File: src/remote_regs_pkg.sv
package remote_regs_pkg;
   localparam int          ADDR_W          = 3;
   localparam int          DATA_W          = 16;
   localparam logic [2:0]  SENSOR_CFG_ADDR = 3'h1;
   localparam logic [2:0]  BRIGHT_CMD_ADDR = 3'h2;
   localparam logic [2:0]  AUTO_OVR_ADDR   = 3'h3;
   localparam logic [2:0]  OVR_VAL1_ADDR   = 3'h4;
   localparam logic [2:0]  OVR_VAL2_ADDR   = 3'h5;
   localparam int          CONTRAST_LSB    = 8;
   localparam int          SUBPIX_BIT      = 14;
   localparam int          STATIC_BIT      = 15;
   localparam int          RLE_BIT         = 15;
   localparam int          RBL_BIT         = 14;
   localparam int          MAX_LSB         = 7;
   localparam int          S1A_BIT         = 15;
   localparam int          SENSOR1_BRIGHT_OVERRIDE_BIT        = 14;
   localparam int          S2A_BIT         = 7;
   localparam int          SENSOR2_BRIGHT_OVERRIDE_BIT        = 6;
   localparam logic [5:0]  CONTRAST_RST    = 6'h20;
   localparam logic [6:0]  LIMIT_MAX_NET   = 7'h7D;
   localparam logic [6:0]  NORM_MIN        = 7'h04;
   localparam logic [6:0]  NORM_MAX        = 7'h64;
   localparam logic [6:0]  OVR_MAX         = 7'h40;
   localparam logic [6:0]  BRIGHT_RST      = 7'h32;
endpackage

File: src/bright_if.sv
`timescale 1ns/1ps
interface bright_if;
   logic       limit_en;
   logic [6:0] lim_lo;
   logic [6:0] lim_hi;
   logic       auto_en;
   logic       load;
   logic [6:0] load_val;
   logic [6:0] auto_val;
   logic [6:0] level;
   modport ctl (output limit_en, lim_lo, lim_hi, auto_en, load, load_val, auto_val,
                input level);
   modport chan (input limit_en, lim_lo, lim_hi, auto_en, load, load_val, auto_val,
                 output level);
endinterface

File: src/bright_chan.sv
`timescale 1ns/1ps
module bright_chan (
   // Clock and reset
   input wire logic clock,
   input wire logic rst_n,
   // Control
   bright_if.chan   bus
);
   typedef struct packed {
      logic [6:0] level;
   } chan_s;
   chan_s st_q;
   chan_s st_d;
   logic [6:0] lo;
   logic [6:0] hi;
   logic [6:0] want;

   always_comb begin
      st_d = st_q;
      lo   = bus.limit_en ? bus.lim_lo : remote_regs_pkg::NORM_MIN;
      hi   = bus.limit_en ? bus.lim_hi : remote_regs_pkg::NORM_MAX;
      want = st_q.level;
      // A written value seeds the level; with auto on it is only a starting point.
      if (bus.load) begin // RQ17
         want = bus.load_val;
      end else if (bus.auto_en) begin // RQ13
         want = bus.auto_val;
      end
      // Clamping applies to manual, override and automatic changes alike.
      if (want < lo) begin // RQ9
         want = lo;
      end
      if (want > hi) begin // RQ9
         want = hi;
      end
      // Frozen level still follows limits, otherwise it is held.
      st_d.level = want; // RQ14
   end

   always_ff @(posedge clock or negedge rst_n) begin
      if (!rst_n) begin
         st_q.level <= remote_regs_pkg::BRIGHT_RST;
      end else begin
         st_q <= st_d;
      end
   end

   assign bus.level = st_q.level;

   a_level_limit : assert property (@(posedge clock) disable iff (!rst_n)
      $past(bus.limit_en) |-> (st_q.level >= $past(bus.lim_lo)
                               && st_q.level <= $past(bus.lim_hi))) // RQ9
      else $error("brightness outside remote limits");
   a_frozen_hold : assert property (@(posedge clock) disable iff (!rst_n)
      (!bus.auto_en && !bus.load && $stable(bus.lim_lo) && $stable(bus.lim_hi)
       && $stable(bus.limit_en) && st_q.level >= bus.lim_lo
       && st_q.level <= bus.lim_hi && bus.limit_en) |=> $stable(st_q.level)) // RQ14
      else $error("frozen brightness changed");
endmodule

File: src/remote_sensor_brightness_regs.sv
`timescale 1ns/1ps
// Functional notes
// (RQ1) Six-bit minimum contrast in config bits 13..8, default 32.
// (RQ2) Config bit 14 enables fourfold sub-pixel edge resolution.
// (RQ3) Config bit 15 one selects static thresholding, zero dynamic.
// (RQ4) Word 2 bit 15 gates every remote brightness setting.
// (RQ5) Word 2 bit 14 enables remote limits; otherwise range 4 to 100.
// (RQ6) Word 2 holds max limit in bits 13..7, min in 6..0.
// (RQ7) One limit pair serves both sensors; controller keeps max not below min.
// (RQ8) Network limits accepted 0 to 125; local limits 0 to 100.
// (RQ9) Limits clamp brightness in manual and automatic adjustment.
// (RQ10) Last remote limits persist after the link is lost.
// (RQ11) Local sub-pixel setting reverts on power cycle if remote bit clear.
// (RQ12) Local static setting reverts on power cycle if remote bit clear.
// (RQ13) Word 3 bits 15 and 7 enable auto brightness, under remote control.
// (RQ14) Disabling auto brightness holds the last brightness value.
// (RQ15) Word 3 bits 14 and 6 enable brightness override per sensor.
// (RQ16) Override values range 0 to 64, taken only while override is set.
// (RQ17) With auto on, an override value only seeds the algorithm.
// (RQ18) A limit pair with max below min is ignored; old limits kept.
module remote_sensor_brightness_regs (
   // Clock and reset
   input  wire logic        clock,
   input  wire logic        rst_n,
   // Remote word write/read port
   input  wire logic        wr_en,
   input  wire logic        rd_en,
   input  wire logic [2:0]  addr,
   input  wire logic [15:0] wr_data,
   output logic [15:0]      rd_data,
   output logic             rd_valid,
   // Local operator settings
   input  wire logic        local_subpix_set,
   input  wire logic        local_static_set,
   input  wire logic        link_up,
   // Automatic algorithm proposals
   input  wire logic [6:0]  auto_val1,
   input  wire logic [6:0]  auto_val2,
   // Edge sensor configuration
   output logic [5:0]       min_contrast,
   output logic             subpixel_en,
   output logic             static_thresh,
   // Brightness results
   output logic [6:0]       bright1,
   output logic [6:0]       bright2,
   output logic             limit_active,
   output logic [6:0]       limit_lo,
   output logic [6:0]       limit_hi
);
   typedef struct packed {
      logic [5:0]  contrast;
      logic        subpix;
      logic        stat;
      logic        rle;
      logic        remote_limit_enable;
      logic [6:0]  lo;
      logic [6:0]  hi;
      logic [15:0] ovr_word;
      logic [6:0]  ovr1;
      logic [6:0]  ovr2;
      logic        ld1;
      logic        ld2;
      logic [15:0] rdat;
      logic        rval;
      logic [2:0]  sub_sync;
      logic [2:0]  sta_sync;
      logic [2:0]  lnk_sync;
      logic        lnk;
   } regs_s;
   regs_s st_q;
   regs_s st_d;

   bright_if ch1 ();
   bright_if ch2 ();

   logic [6:0] wr_lo;
   logic [6:0] wr_hi;
   logic       sub_chg;
   logic       sta_chg;

   assign wr_lo   = wr_data[6:0];
   assign wr_hi   = wr_data[remote_regs_pkg::MAX_LSB +: 7];
   // Two later stages must agree before a pin change counts.
   assign sub_chg = (st_q.sub_sync[1] == st_q.sub_sync[2]);
   assign sta_chg = (st_q.sta_sync[1] == st_q.sta_sync[2]);

   always_comb begin
      st_d          = st_q;
      st_d.ld1      = 1'b0;
      st_d.ld2      = 1'b0;
      st_d.rval     = 1'b0;
      st_d.sub_sync = {st_q.sub_sync[1:0], local_subpix_set};
      st_d.sta_sync = {st_q.sta_sync[1:0], local_static_set};
      st_d.lnk_sync = {st_q.lnk_sync[1:0], link_up};
      if (st_q.lnk_sync[1] == st_q.lnk_sync[2]) begin
         st_d.lnk = st_q.lnk_sync[2];
      end
      // Local settings only live in volatile state; reset restores remote defaults.
      if (sub_chg && st_q.sub_sync[2] && !st_q.subpix) begin // RQ11
         st_d.subpix = 1'b1;
      end
      if (sta_chg && st_q.sta_sync[2] && !st_q.stat) begin // RQ12
         st_d.stat = 1'b1;
      end
      if (wr_en) begin
         case (addr)
            remote_regs_pkg::SENSOR_CFG_ADDR: begin
               st_d.contrast = wr_data[remote_regs_pkg::CONTRAST_LSB +: 6]; // RQ1
               st_d.subpix   = wr_data[remote_regs_pkg::SUBPIX_BIT]; // RQ2
               st_d.stat     = wr_data[remote_regs_pkg::STATIC_BIT]; // RQ3
            end
            remote_regs_pkg::BRIGHT_CMD_ADDR: begin
               st_d.rle = wr_data[remote_regs_pkg::RLE_BIT];
               st_d.remote_limit_enable = wr_data[remote_regs_pkg::RBL_BIT];
               // Bad or out-of-range pairs are dropped whole.
               if (wr_hi >= wr_lo && wr_hi <= remote_regs_pkg::LIMIT_MAX_NET) begin // RQ18 RQ8
                  st_d.lo = wr_lo; // RQ6
                  st_d.hi = wr_hi; // RQ6
               end
            end
            remote_regs_pkg::AUTO_OVR_ADDR: begin
               st_d.ovr_word = wr_data;
            end
            remote_regs_pkg::OVR_VAL1_ADDR: begin
               // Full scale 64 needs a seventh bit, so the value is taken from bits 6..0.
               if (st_q.ovr_word[remote_regs_pkg::SENSOR1_BRIGHT_OVERRIDE_BIT] && st_q.rle
                   && wr_data[6:0] <= remote_regs_pkg::OVR_MAX) begin // RQ16 RQ15
                  st_d.ovr1 = wr_data[6:0];
                  st_d.ld1  = 1'b1;
               end
            end
            remote_regs_pkg::OVR_VAL2_ADDR: begin
               if (st_q.ovr_word[remote_regs_pkg::SENSOR2_BRIGHT_OVERRIDE_BIT] && st_q.rle
                   && wr_data[6:0] <= remote_regs_pkg::OVR_MAX) begin // RQ16 RQ15
                  st_d.ovr2 = wr_data[6:0];
                  st_d.ld2  = 1'b1;
               end
            end
            default: begin
            end
         endcase
      end
      if (rd_en) begin
         st_d.rval = 1'b1;
         case (addr)
            remote_regs_pkg::SENSOR_CFG_ADDR:
               st_d.rdat = {st_q.stat, st_q.subpix, st_q.contrast, 8'h00};
            remote_regs_pkg::BRIGHT_CMD_ADDR:
               st_d.rdat = {st_q.rle, st_q.remote_limit_enable, st_q.hi, st_q.lo};
            remote_regs_pkg::AUTO_OVR_ADDR:
               st_d.rdat = st_q.ovr_word;
            remote_regs_pkg::OVR_VAL1_ADDR:
               st_d.rdat = {9'h000, ch1.level};
            remote_regs_pkg::OVR_VAL2_ADDR:
               st_d.rdat = {9'h000, ch2.level};
            default:
               st_d.rdat = 16'h0000;
         endcase
      end
   end

   always_ff @(posedge clock or negedge rst_n) begin
      if (!rst_n) begin
         st_q          <= '0;
         st_q.contrast <= remote_regs_pkg::CONTRAST_RST;
         st_q.lo       <= remote_regs_pkg::NORM_MIN;
         st_q.hi       <= remote_regs_pkg::NORM_MAX;
      end else begin
         st_q <= st_d;
      end
   end

   // Remote gating; the limit pair is shared by both sensors and outlives the link.
   assign ch1.limit_en = st_q.rle && st_q.remote_limit_enable; // RQ4 RQ5 RQ7 RQ10
   assign ch2.limit_en = st_q.rle && st_q.remote_limit_enable; // RQ4 RQ5 RQ7
   assign ch1.lim_lo   = st_q.lo;
   assign ch1.lim_hi   = st_q.hi;
   assign ch2.lim_lo   = st_q.lo;
   assign ch2.lim_hi   = st_q.hi;
   // Without remote light control the channels keep their automatic behaviour.
   assign ch1.auto_en  = !st_q.rle || st_q.ovr_word[remote_regs_pkg::S1A_BIT]; // RQ13 RQ4
   assign ch2.auto_en  = !st_q.rle || st_q.ovr_word[remote_regs_pkg::S2A_BIT]; // RQ13 RQ4
   assign ch1.load     = st_q.ld1;
   assign ch2.load     = st_q.ld2;
   assign ch1.load_val = st_q.ovr1;
   assign ch2.load_val = st_q.ovr2;
   assign ch1.auto_val = auto_val1;
   assign ch2.auto_val = auto_val2;

   bright_chan u_chan1 (
      .clock (clock),
      .rst_n (rst_n),
      .bus   (ch1)
   );
   bright_chan u_chan2 (
      .clock (clock),
      .rst_n (rst_n),
      .bus   (ch2)
   );

   logic [6:0] b1_q;
   logic [6:0] b2_q;
   logic       lim_act_q;
   always_ff @(posedge clock or negedge rst_n) begin
      if (!rst_n) begin
         b1_q      <= remote_regs_pkg::BRIGHT_RST;
         b2_q      <= remote_regs_pkg::BRIGHT_RST;
         lim_act_q <= 1'b0;
      end else begin
         b1_q      <= ch1.level;
         b2_q      <= ch2.level;
         lim_act_q <= st_q.rle && st_q.remote_limit_enable; // RQ4 RQ5
      end
   end

   assign min_contrast  = st_q.contrast;
   assign subpixel_en   = st_q.subpix;
   assign static_thresh = st_q.stat;
   assign rd_data       = st_q.rdat;
   assign rd_valid      = st_q.rval;
   assign bright1       = b1_q;
   assign bright2       = b2_q;
   assign limit_active  = lim_act_q;
   assign limit_lo      = st_q.lo;
   assign limit_hi      = st_q.hi;

   a_contrast_wr : assert property (@(posedge clock) disable iff (!rst_n)
      (wr_en && addr == remote_regs_pkg::SENSOR_CFG_ADDR) |=>
      (min_contrast == $past(wr_data[13:8]) && subpixel_en == $past(wr_data[14]))) // RQ1
      else $error("config write not stored");
   a_static_wr : assert property (@(posedge clock) disable iff (!rst_n)
      (wr_en && addr == remote_regs_pkg::SENSOR_CFG_ADDR) |=>
      static_thresh == $past(wr_data[15])) // RQ3
      else $error("threshold select not stored");
   a_bad_pair : assert property (@(posedge clock) disable iff (!rst_n)
      (wr_en && addr == remote_regs_pkg::BRIGHT_CMD_ADDR && wr_hi < wr_lo) |=>
      $stable(limit_lo) && $stable(limit_hi)) // RQ18
      else $error("invalid limit pair accepted");
   a_good_pair : assert property (@(posedge clock) disable iff (!rst_n)
      (wr_en && addr == remote_regs_pkg::BRIGHT_CMD_ADDR && wr_hi >= wr_lo
       && wr_hi <= 7'h7D) |=> (limit_lo == $past(wr_lo) && limit_hi == $past(wr_hi))) // RQ6
      else $error("valid limit pair dropped");
   a_limit_gate : assert property (@(posedge clock) disable iff (!rst_n)
      limit_active == $past(st_q.rle && st_q.remote_limit_enable)) // RQ4
      else $error("limit gate wrong");
   a_ovr_gate : assert property (@(posedge clock) disable iff (!rst_n)
      (wr_en && addr == remote_regs_pkg::OVR_VAL1_ADDR
       && !st_q.ovr_word[remote_regs_pkg::SENSOR1_BRIGHT_OVERRIDE_BIT]) |=> !st_q.ld1) // RQ15
      else $error("override taken while disabled");
   a_ovr_range : assert property (@(posedge clock) disable iff (!rst_n)
      st_q.ovr1 <= 7'h40 && st_q.ovr2 <= 7'h40) // RQ16
      else $error("override value out of range");
   a_net_range : assert property (@(posedge clock) disable iff (!rst_n)
      limit_hi <= 7'h7D && limit_lo <= limit_hi) // RQ8
      else $error("limit beyond network range");
endmodule

File: config.mk
export PLATFORM = sky130hd
export DESIGN_NAME = remote_sensor_brightness_regs
export DESIGN_NICKNAME = d
export VERILOG_FILES = /design/src/remote_regs_pkg.sv /design/src/bright_if.sv /design/src/bright_chan.sv /design/src/remote_sensor_brightness_regs.sv
export SDC_FILE = /design/constraint.sdc
export NUM_CORES = 1
export LEC_CHECK = 0
export BUFFER_PORTS_ARGS = -buffer_cell sky130_fd_sc_hd__buf_2
export CAP_MARGIN = 20
export CORE_MARGIN = 5
export CORE_UTILIZATION = 40
export DETAILED_ROUTE_END_ITERATION = 12
export PLACE_DENSITY_LB_ADDON = 0.2
export SETUP_SLACK_MARGIN = 0.2
export SYNTH_ARGS = -nofsm -noshare
export SYNTH_HDL_FRONTEND = slang
export SYNTH_SLANG_ARGS = --single-unit
File: constraint.sdc
create_clock -name clock -period 8.4 [get_ports clock]
set_input_delay 0.42 -clock clock [delete_from_list [all_inputs] [get_ports clock]]
set_output_delay 0.42 -clock clock [all_outputs]
set_load 0.02 [all_outputs]
# Word-level counts from Yosys, hierarchy flattened

Cells that the tools add are included.

Bits in registers: 108
Bits of input ports: 40
Output and inout bits: 54
Logic and storage cells: 83

$lt $le $gt $ge: 7
Equality and inequality tests: 7
Mux-type cells: 27
Reductions and logical operators: 21

Operator list:

| kind                                                                   | count |
|---|---|
| 7-bit two-way mux                                                      | 14 |
| 16-bit case mux with 5 select lines                                    | 1 |
| 50-bit two-way mux                                                     | 1 |
| 16-bit two-way mux                                                     | 2 |
| 7-bit greater-than comparator                                          | 2 |
| 7-bit <= comparator (second input constant)                            | 2 |
| 7-bit less-than comparator                                             | 2 |
| 14-bit two-way mux                                                     | 1 |
| 1-bit logical AND                                                      | 10 |
| 3-bit AND reduction                                                    | 3 |
| 7-bit greater-or-equal comparator                                      | 1 |
| 1-bit two-way mux                                                      | 7 |
| 3-bit by 2-bit equality test with 1-bit output (second input constant) | 2 |
| 3-bit equality test (second input constant)                            | 2 |
| 2-bit AND reduction                                                    | 3 |
| 3-bit by 1-bit equality test with 1-bit output (second input constant) | 1 |
| 1-bit logical NOT                                                      | 3 |
| 1-bit equality test                                                    | 2 |
| 1-bit logical OR                                                       | 2 |
| 2-bit two-way mux                                                      | 1 |

# Depth between registers and ports, before layout

Depth in word-level cells: 8
Mapped depth: 18
Depth with buffers taken out: 17

# Hierarchy

From an unflattened synthesis, not the netlist that was laid out.

Cell total of the unflattened synthesis: 604
Area total of the unflattened synthesis: 6488.7 um^2

Modules (own cells, without submodules):

| module                        | times used | cells an instance | area an instance (um^2) | seq. area each (um^2) |
|---|---|---|---|---|
| remote_sensor_brightness_regs | 1          | 362               | 4419.2                  | 2366.0 |
| bright_chan                   | 2          | 121               | 1034.7                  | 178.9 |

# Least setup slack after synthesis

No wires, ideal clock.

Path kind: flip-flop to flip-flop
From: register st_q[74] (netlist bit)
To: register, netlist name u_chan1.bus.level[2]
Library setup time: 0.125 ns
Data arrival time: 3.765 ns
Data required time: 8.275 ns
Path slack: 4.510 ns
Stages on the path, launching flop included: 14
Buffers on the path: 2
Period minus slack after synthesis: 3.890 ns
Path through: dfrtp_1 buf_6 clkbuf_1 and3_1 inv_1 ha_1 nand3_1 or4_4 o21bai_4 mux2_4 ha_1 nand4_1 o21ai_0 mux2_2

RTL lines:

| element                | line                                 | source |
|---|---|---|
| from (decl)            | remote_sensor_brightness_regs.sv:70  | `regs_s st_q;` |
| from (signal assigned) | remote_sensor_brightness_regs.sv:169 | `st_q <= st_d;` |

==> impl_metrics.csv <==
group,metric,value,unit
drt,wl_met1,8.21,mm
flow_run,drv_cap,0,
drt,drc_errors,0,
yosys,synth-seq-area-share,43.0,%
yosys,synth_nets,696,
drt,vias_per_cell,5.49,
timing,tightestPinTransition,1.01,ns
floorplanning,start_util,40.3,%
clock_tree,cts.sinks,108,
floorplanning,pin_count,94,
yosys,ys_ff_latch,108,
timing,fmax,206,MHz
drt,drt_iter0_markers,289,
power_and_ir_drop,clkPwrFrac,23.5,%
clock_tree,cts_tree,"built",
yosys,avgSynthCellArea,10.1,µm²
clock_tree,htreeDepth,3,
setup_path,r2r_slack,3.55,ns
drt,drt_wl_total,17.7,mm
timing,final.min_clock_period,4.85,ns
setup_path,crit_fanout,21,
global_route,grt_usage,19.5,%
layout,largest_reg_flops,20,
setup_path,worstReg2RegStart,"st_q[74]",
clock_tree,ctsHoldBuffers,0,
drt,wl_met3,750,µm
yosys,ys_warn_count,0,
layout,finalNetCount,733,
timing,fin_crit_sh,57.7,%
power_and_ir_drop,finalPower,1.78,mW
setup_path,critPathCaptureType,"flip-flop",
floorplanning,die-width,136,µm
clock_tree,root_buffer,"clkbuf_16",
timing,fin_tns_setup,0,ns
placed_design,place_congestion,0.871,
drt,route.met2.wl,8.13,mm
floorplanning,dieHeight,136,µm
clock_tree,cts_setup_buffers,0,
yosys,synth_edf_count,0,
drt,wl_per_cell,19.9,µm
global_route,antenna_found_initial,0,
drt,ant_nets,0,
power_and_ir_drop,power_frac_comb,34.3,%
yosys,synth_ff_type,"dfrtp_1",
timing,max_slew_margin,32.5,%
timing,rsz0062_at_grt,"no",
yosys,syn_area,6330,µm²
global_route,grt_max_degree,67,
drt,dr.max_layer_used,"met4",
power_and_ir_drop,p_sw,0.656,mW
layout,regMostFlops,"st_q",
floorplanning,dieArea,18400,µm²
timing,setup-violations-final,0,
yosys,synth_top_area_share,36.0,%
yosys,synth_cell_type_count,55,
yosys,yosys-top-cells-area,"dfrtp_1 36%, dfstp_2 7.1%, mux2_2 6.0%, ha_1 5.5%, buf_4 4.3%",
setup_path,critical_path_class,"reg -> reg",
yosys,synth_most_common_cell,"dfrtp_1",
clock_tree,clock_latency,0.36,ns
setup_path,cp.arrival,5.09,ns
yosys,async_flop_share,100,%
global_route,grt_first_pass_wirelength,27.4,mm
layout,layout-drive-gt1-share,26.9,%
clock_tree,numCtsBuffers,9,
floorplanning,core_area,15700,µm²
power_and_ir_drop,switching_share,36.8,%
power_and_ir_drop,pwr-share-seq,42.1,%
setup_path,cp-startpoint,"st_q[74]",
yosys,syn_inst,628,
timing,fin_worst_skew,0.0102,ns
setup_path,reg2reg_to,"u_chan1.bus.level[3]",
drt,first_pass_iters,4,
setup_path,crit_required,8.64,ns
outcome,status,"finished clean",
timing,hold_violations,0,
floorplanning,rows,46,
power_and_ir_drop,cellPowerDensity,255,nW/µm²
hold_path,hp-class,"in -> async",
layout,diodes,0,
yosys,yosys.area.top_type,"dfrtp_1",
clock_tree,cts_buffer_depth,2,
power_and_ir_drop,p_leak,3.19,nW
global_route,globalRouteOverflowTotal,0,
setup_path,r2r_cells,12,
timing,final-max-slew-violation-count,0,
clock_tree,cts.clk_slew.worst_paths,0.08,ns
drt,vias,4861,
layout,syn_to_final_growth,10.5,%
global_route,grt_pass1_vias,4909,
setup_path,cp-start-kind,"flip-flop",
power_and_ir_drop,p_int,1.13,mW
placed_design,place.port_buffers,92,
placed_design,hpwl,13.2,mm
clock_tree,post_cts_resized,0,
yosys,yosys-top-cells-count,"91 x dfrtp_1, 43 x inv_1, 39 x nand2_1",
power_and_ir_drop,ir_worst_vdd,0.000122,V
-- kinds of logic after synthesis --
group / count (synthesis) / synth area share, %
buf+inv: 114 / 9.26
flops: 108 / 43.0
mux: 60 / 10.4
simple gates: 176 / 16.0
fa+ha+maj: 28 / 5.53
compound gates: 142 / 15.8
-- metal layers --
| metal | GRT usage, % | up-vias |
|---|---|---|
| met3 | 3.59 | 33 |
| met5 | 0 | - |
| met2 | 30.4 | 124 |
| met4 | 8.29 | 0 |
| met1 | 26.6 | 2388 |
| li1 | - | 2316 |
-- cell type report --
| type | count | area, µm² |
|---|---|---|
| Fill cell | 1543 | 8710 |
| Multi-Input combinational cell | 406 | 3030 |
| Sequential cell | 108 | 2720 |
| Timing Repair Buffer | 97 | 528 |
| Tap cell | 216 | 270 |
| Clock buffer | 9 | 225 |
| Inverter | 43 | 161 |
| Clock inverter | 7 | 63.8 |
-- worst max path at each step --
stage                           endpoint  slack (ns)
finish              u_chan1.bus.level[3]        3.55
global route        u_chan1.bus.level[3]        3.28
CTS                 u_chan1.bus.level[3]        3.58
detailed placement  u_chan1.bus.level[3]        3.61
global placement    u_chan1.bus.level[2]        3.65
floorplan           u_chan1.bus.level[2]        4.51
-- per-stage QoR --
| stage | area, µm² | std cells | hold slack [ns] | util [%] | setup WS (ns) |
|---|---|---|---|---|---|
| final | 7000 | 886 | 0.0621 | 44.5 | 3.55 |
| after detailed placement | 6670 | 868 | 0.341 | 42.4 | 3.61 |
| after global placement | 6670 | 868 | 0.333 | 42.4 | 3.65 |
| after global routing | 7000 | 886 | 0.106 | 44.5 | 3.28 |
| after CTS | 6960 | 884 | 0.0806 | 44.3 | 3.58 |
| after floorplan | 6330 | 628 | 0.124 | - | 4.51 |
-- placed cells by master (no fill, tap or decap), types with 16 or more instances in the layout --
master,count
dfstp_2,17
ha_1,28
a21oi_1,19
dfrtp_1,91
nand3_1,23
nand2_1,39
nor2_1,20
o211ai_1,16
buf_2,91
a211oi_1,17
o21ai_0,33
and3_1,24
mux2_2,34
mux2i_1,23
inv_1,43
-- critical path: stages, from the launching register on --
cell and delay, ns:
dfrtp_1 0.75, nand2b_1 0.36, mux2i_1 0.28, o21ai_0 0.17, ha_1 0.34, nand3_1 0.08
or4_4 0.55, o21bai_4 0.26, mux2_4 0.34, ha_1 0.32, nand4_1 0.11, o21ai_0 0.74
mux2_2 0.42
-- power by group through the flow --
stage | clock network, mW | logic (mW) | registers (mW)
6_report | 0.419 | 0.612 | 0.750
5_1_grt | 0.450 | 0.674 | 0.764
4_1_cts | 0.431 | 0.610 | 0.750
3_5_place_dp | 0 | 0.607 | 0.761
3_3_place_gp | 0 | 0.596 | 0.759
2_1_floorplan | 0 | 0.437 | 0.744
No activity file was read; power rests on OpenSTA's default activity.
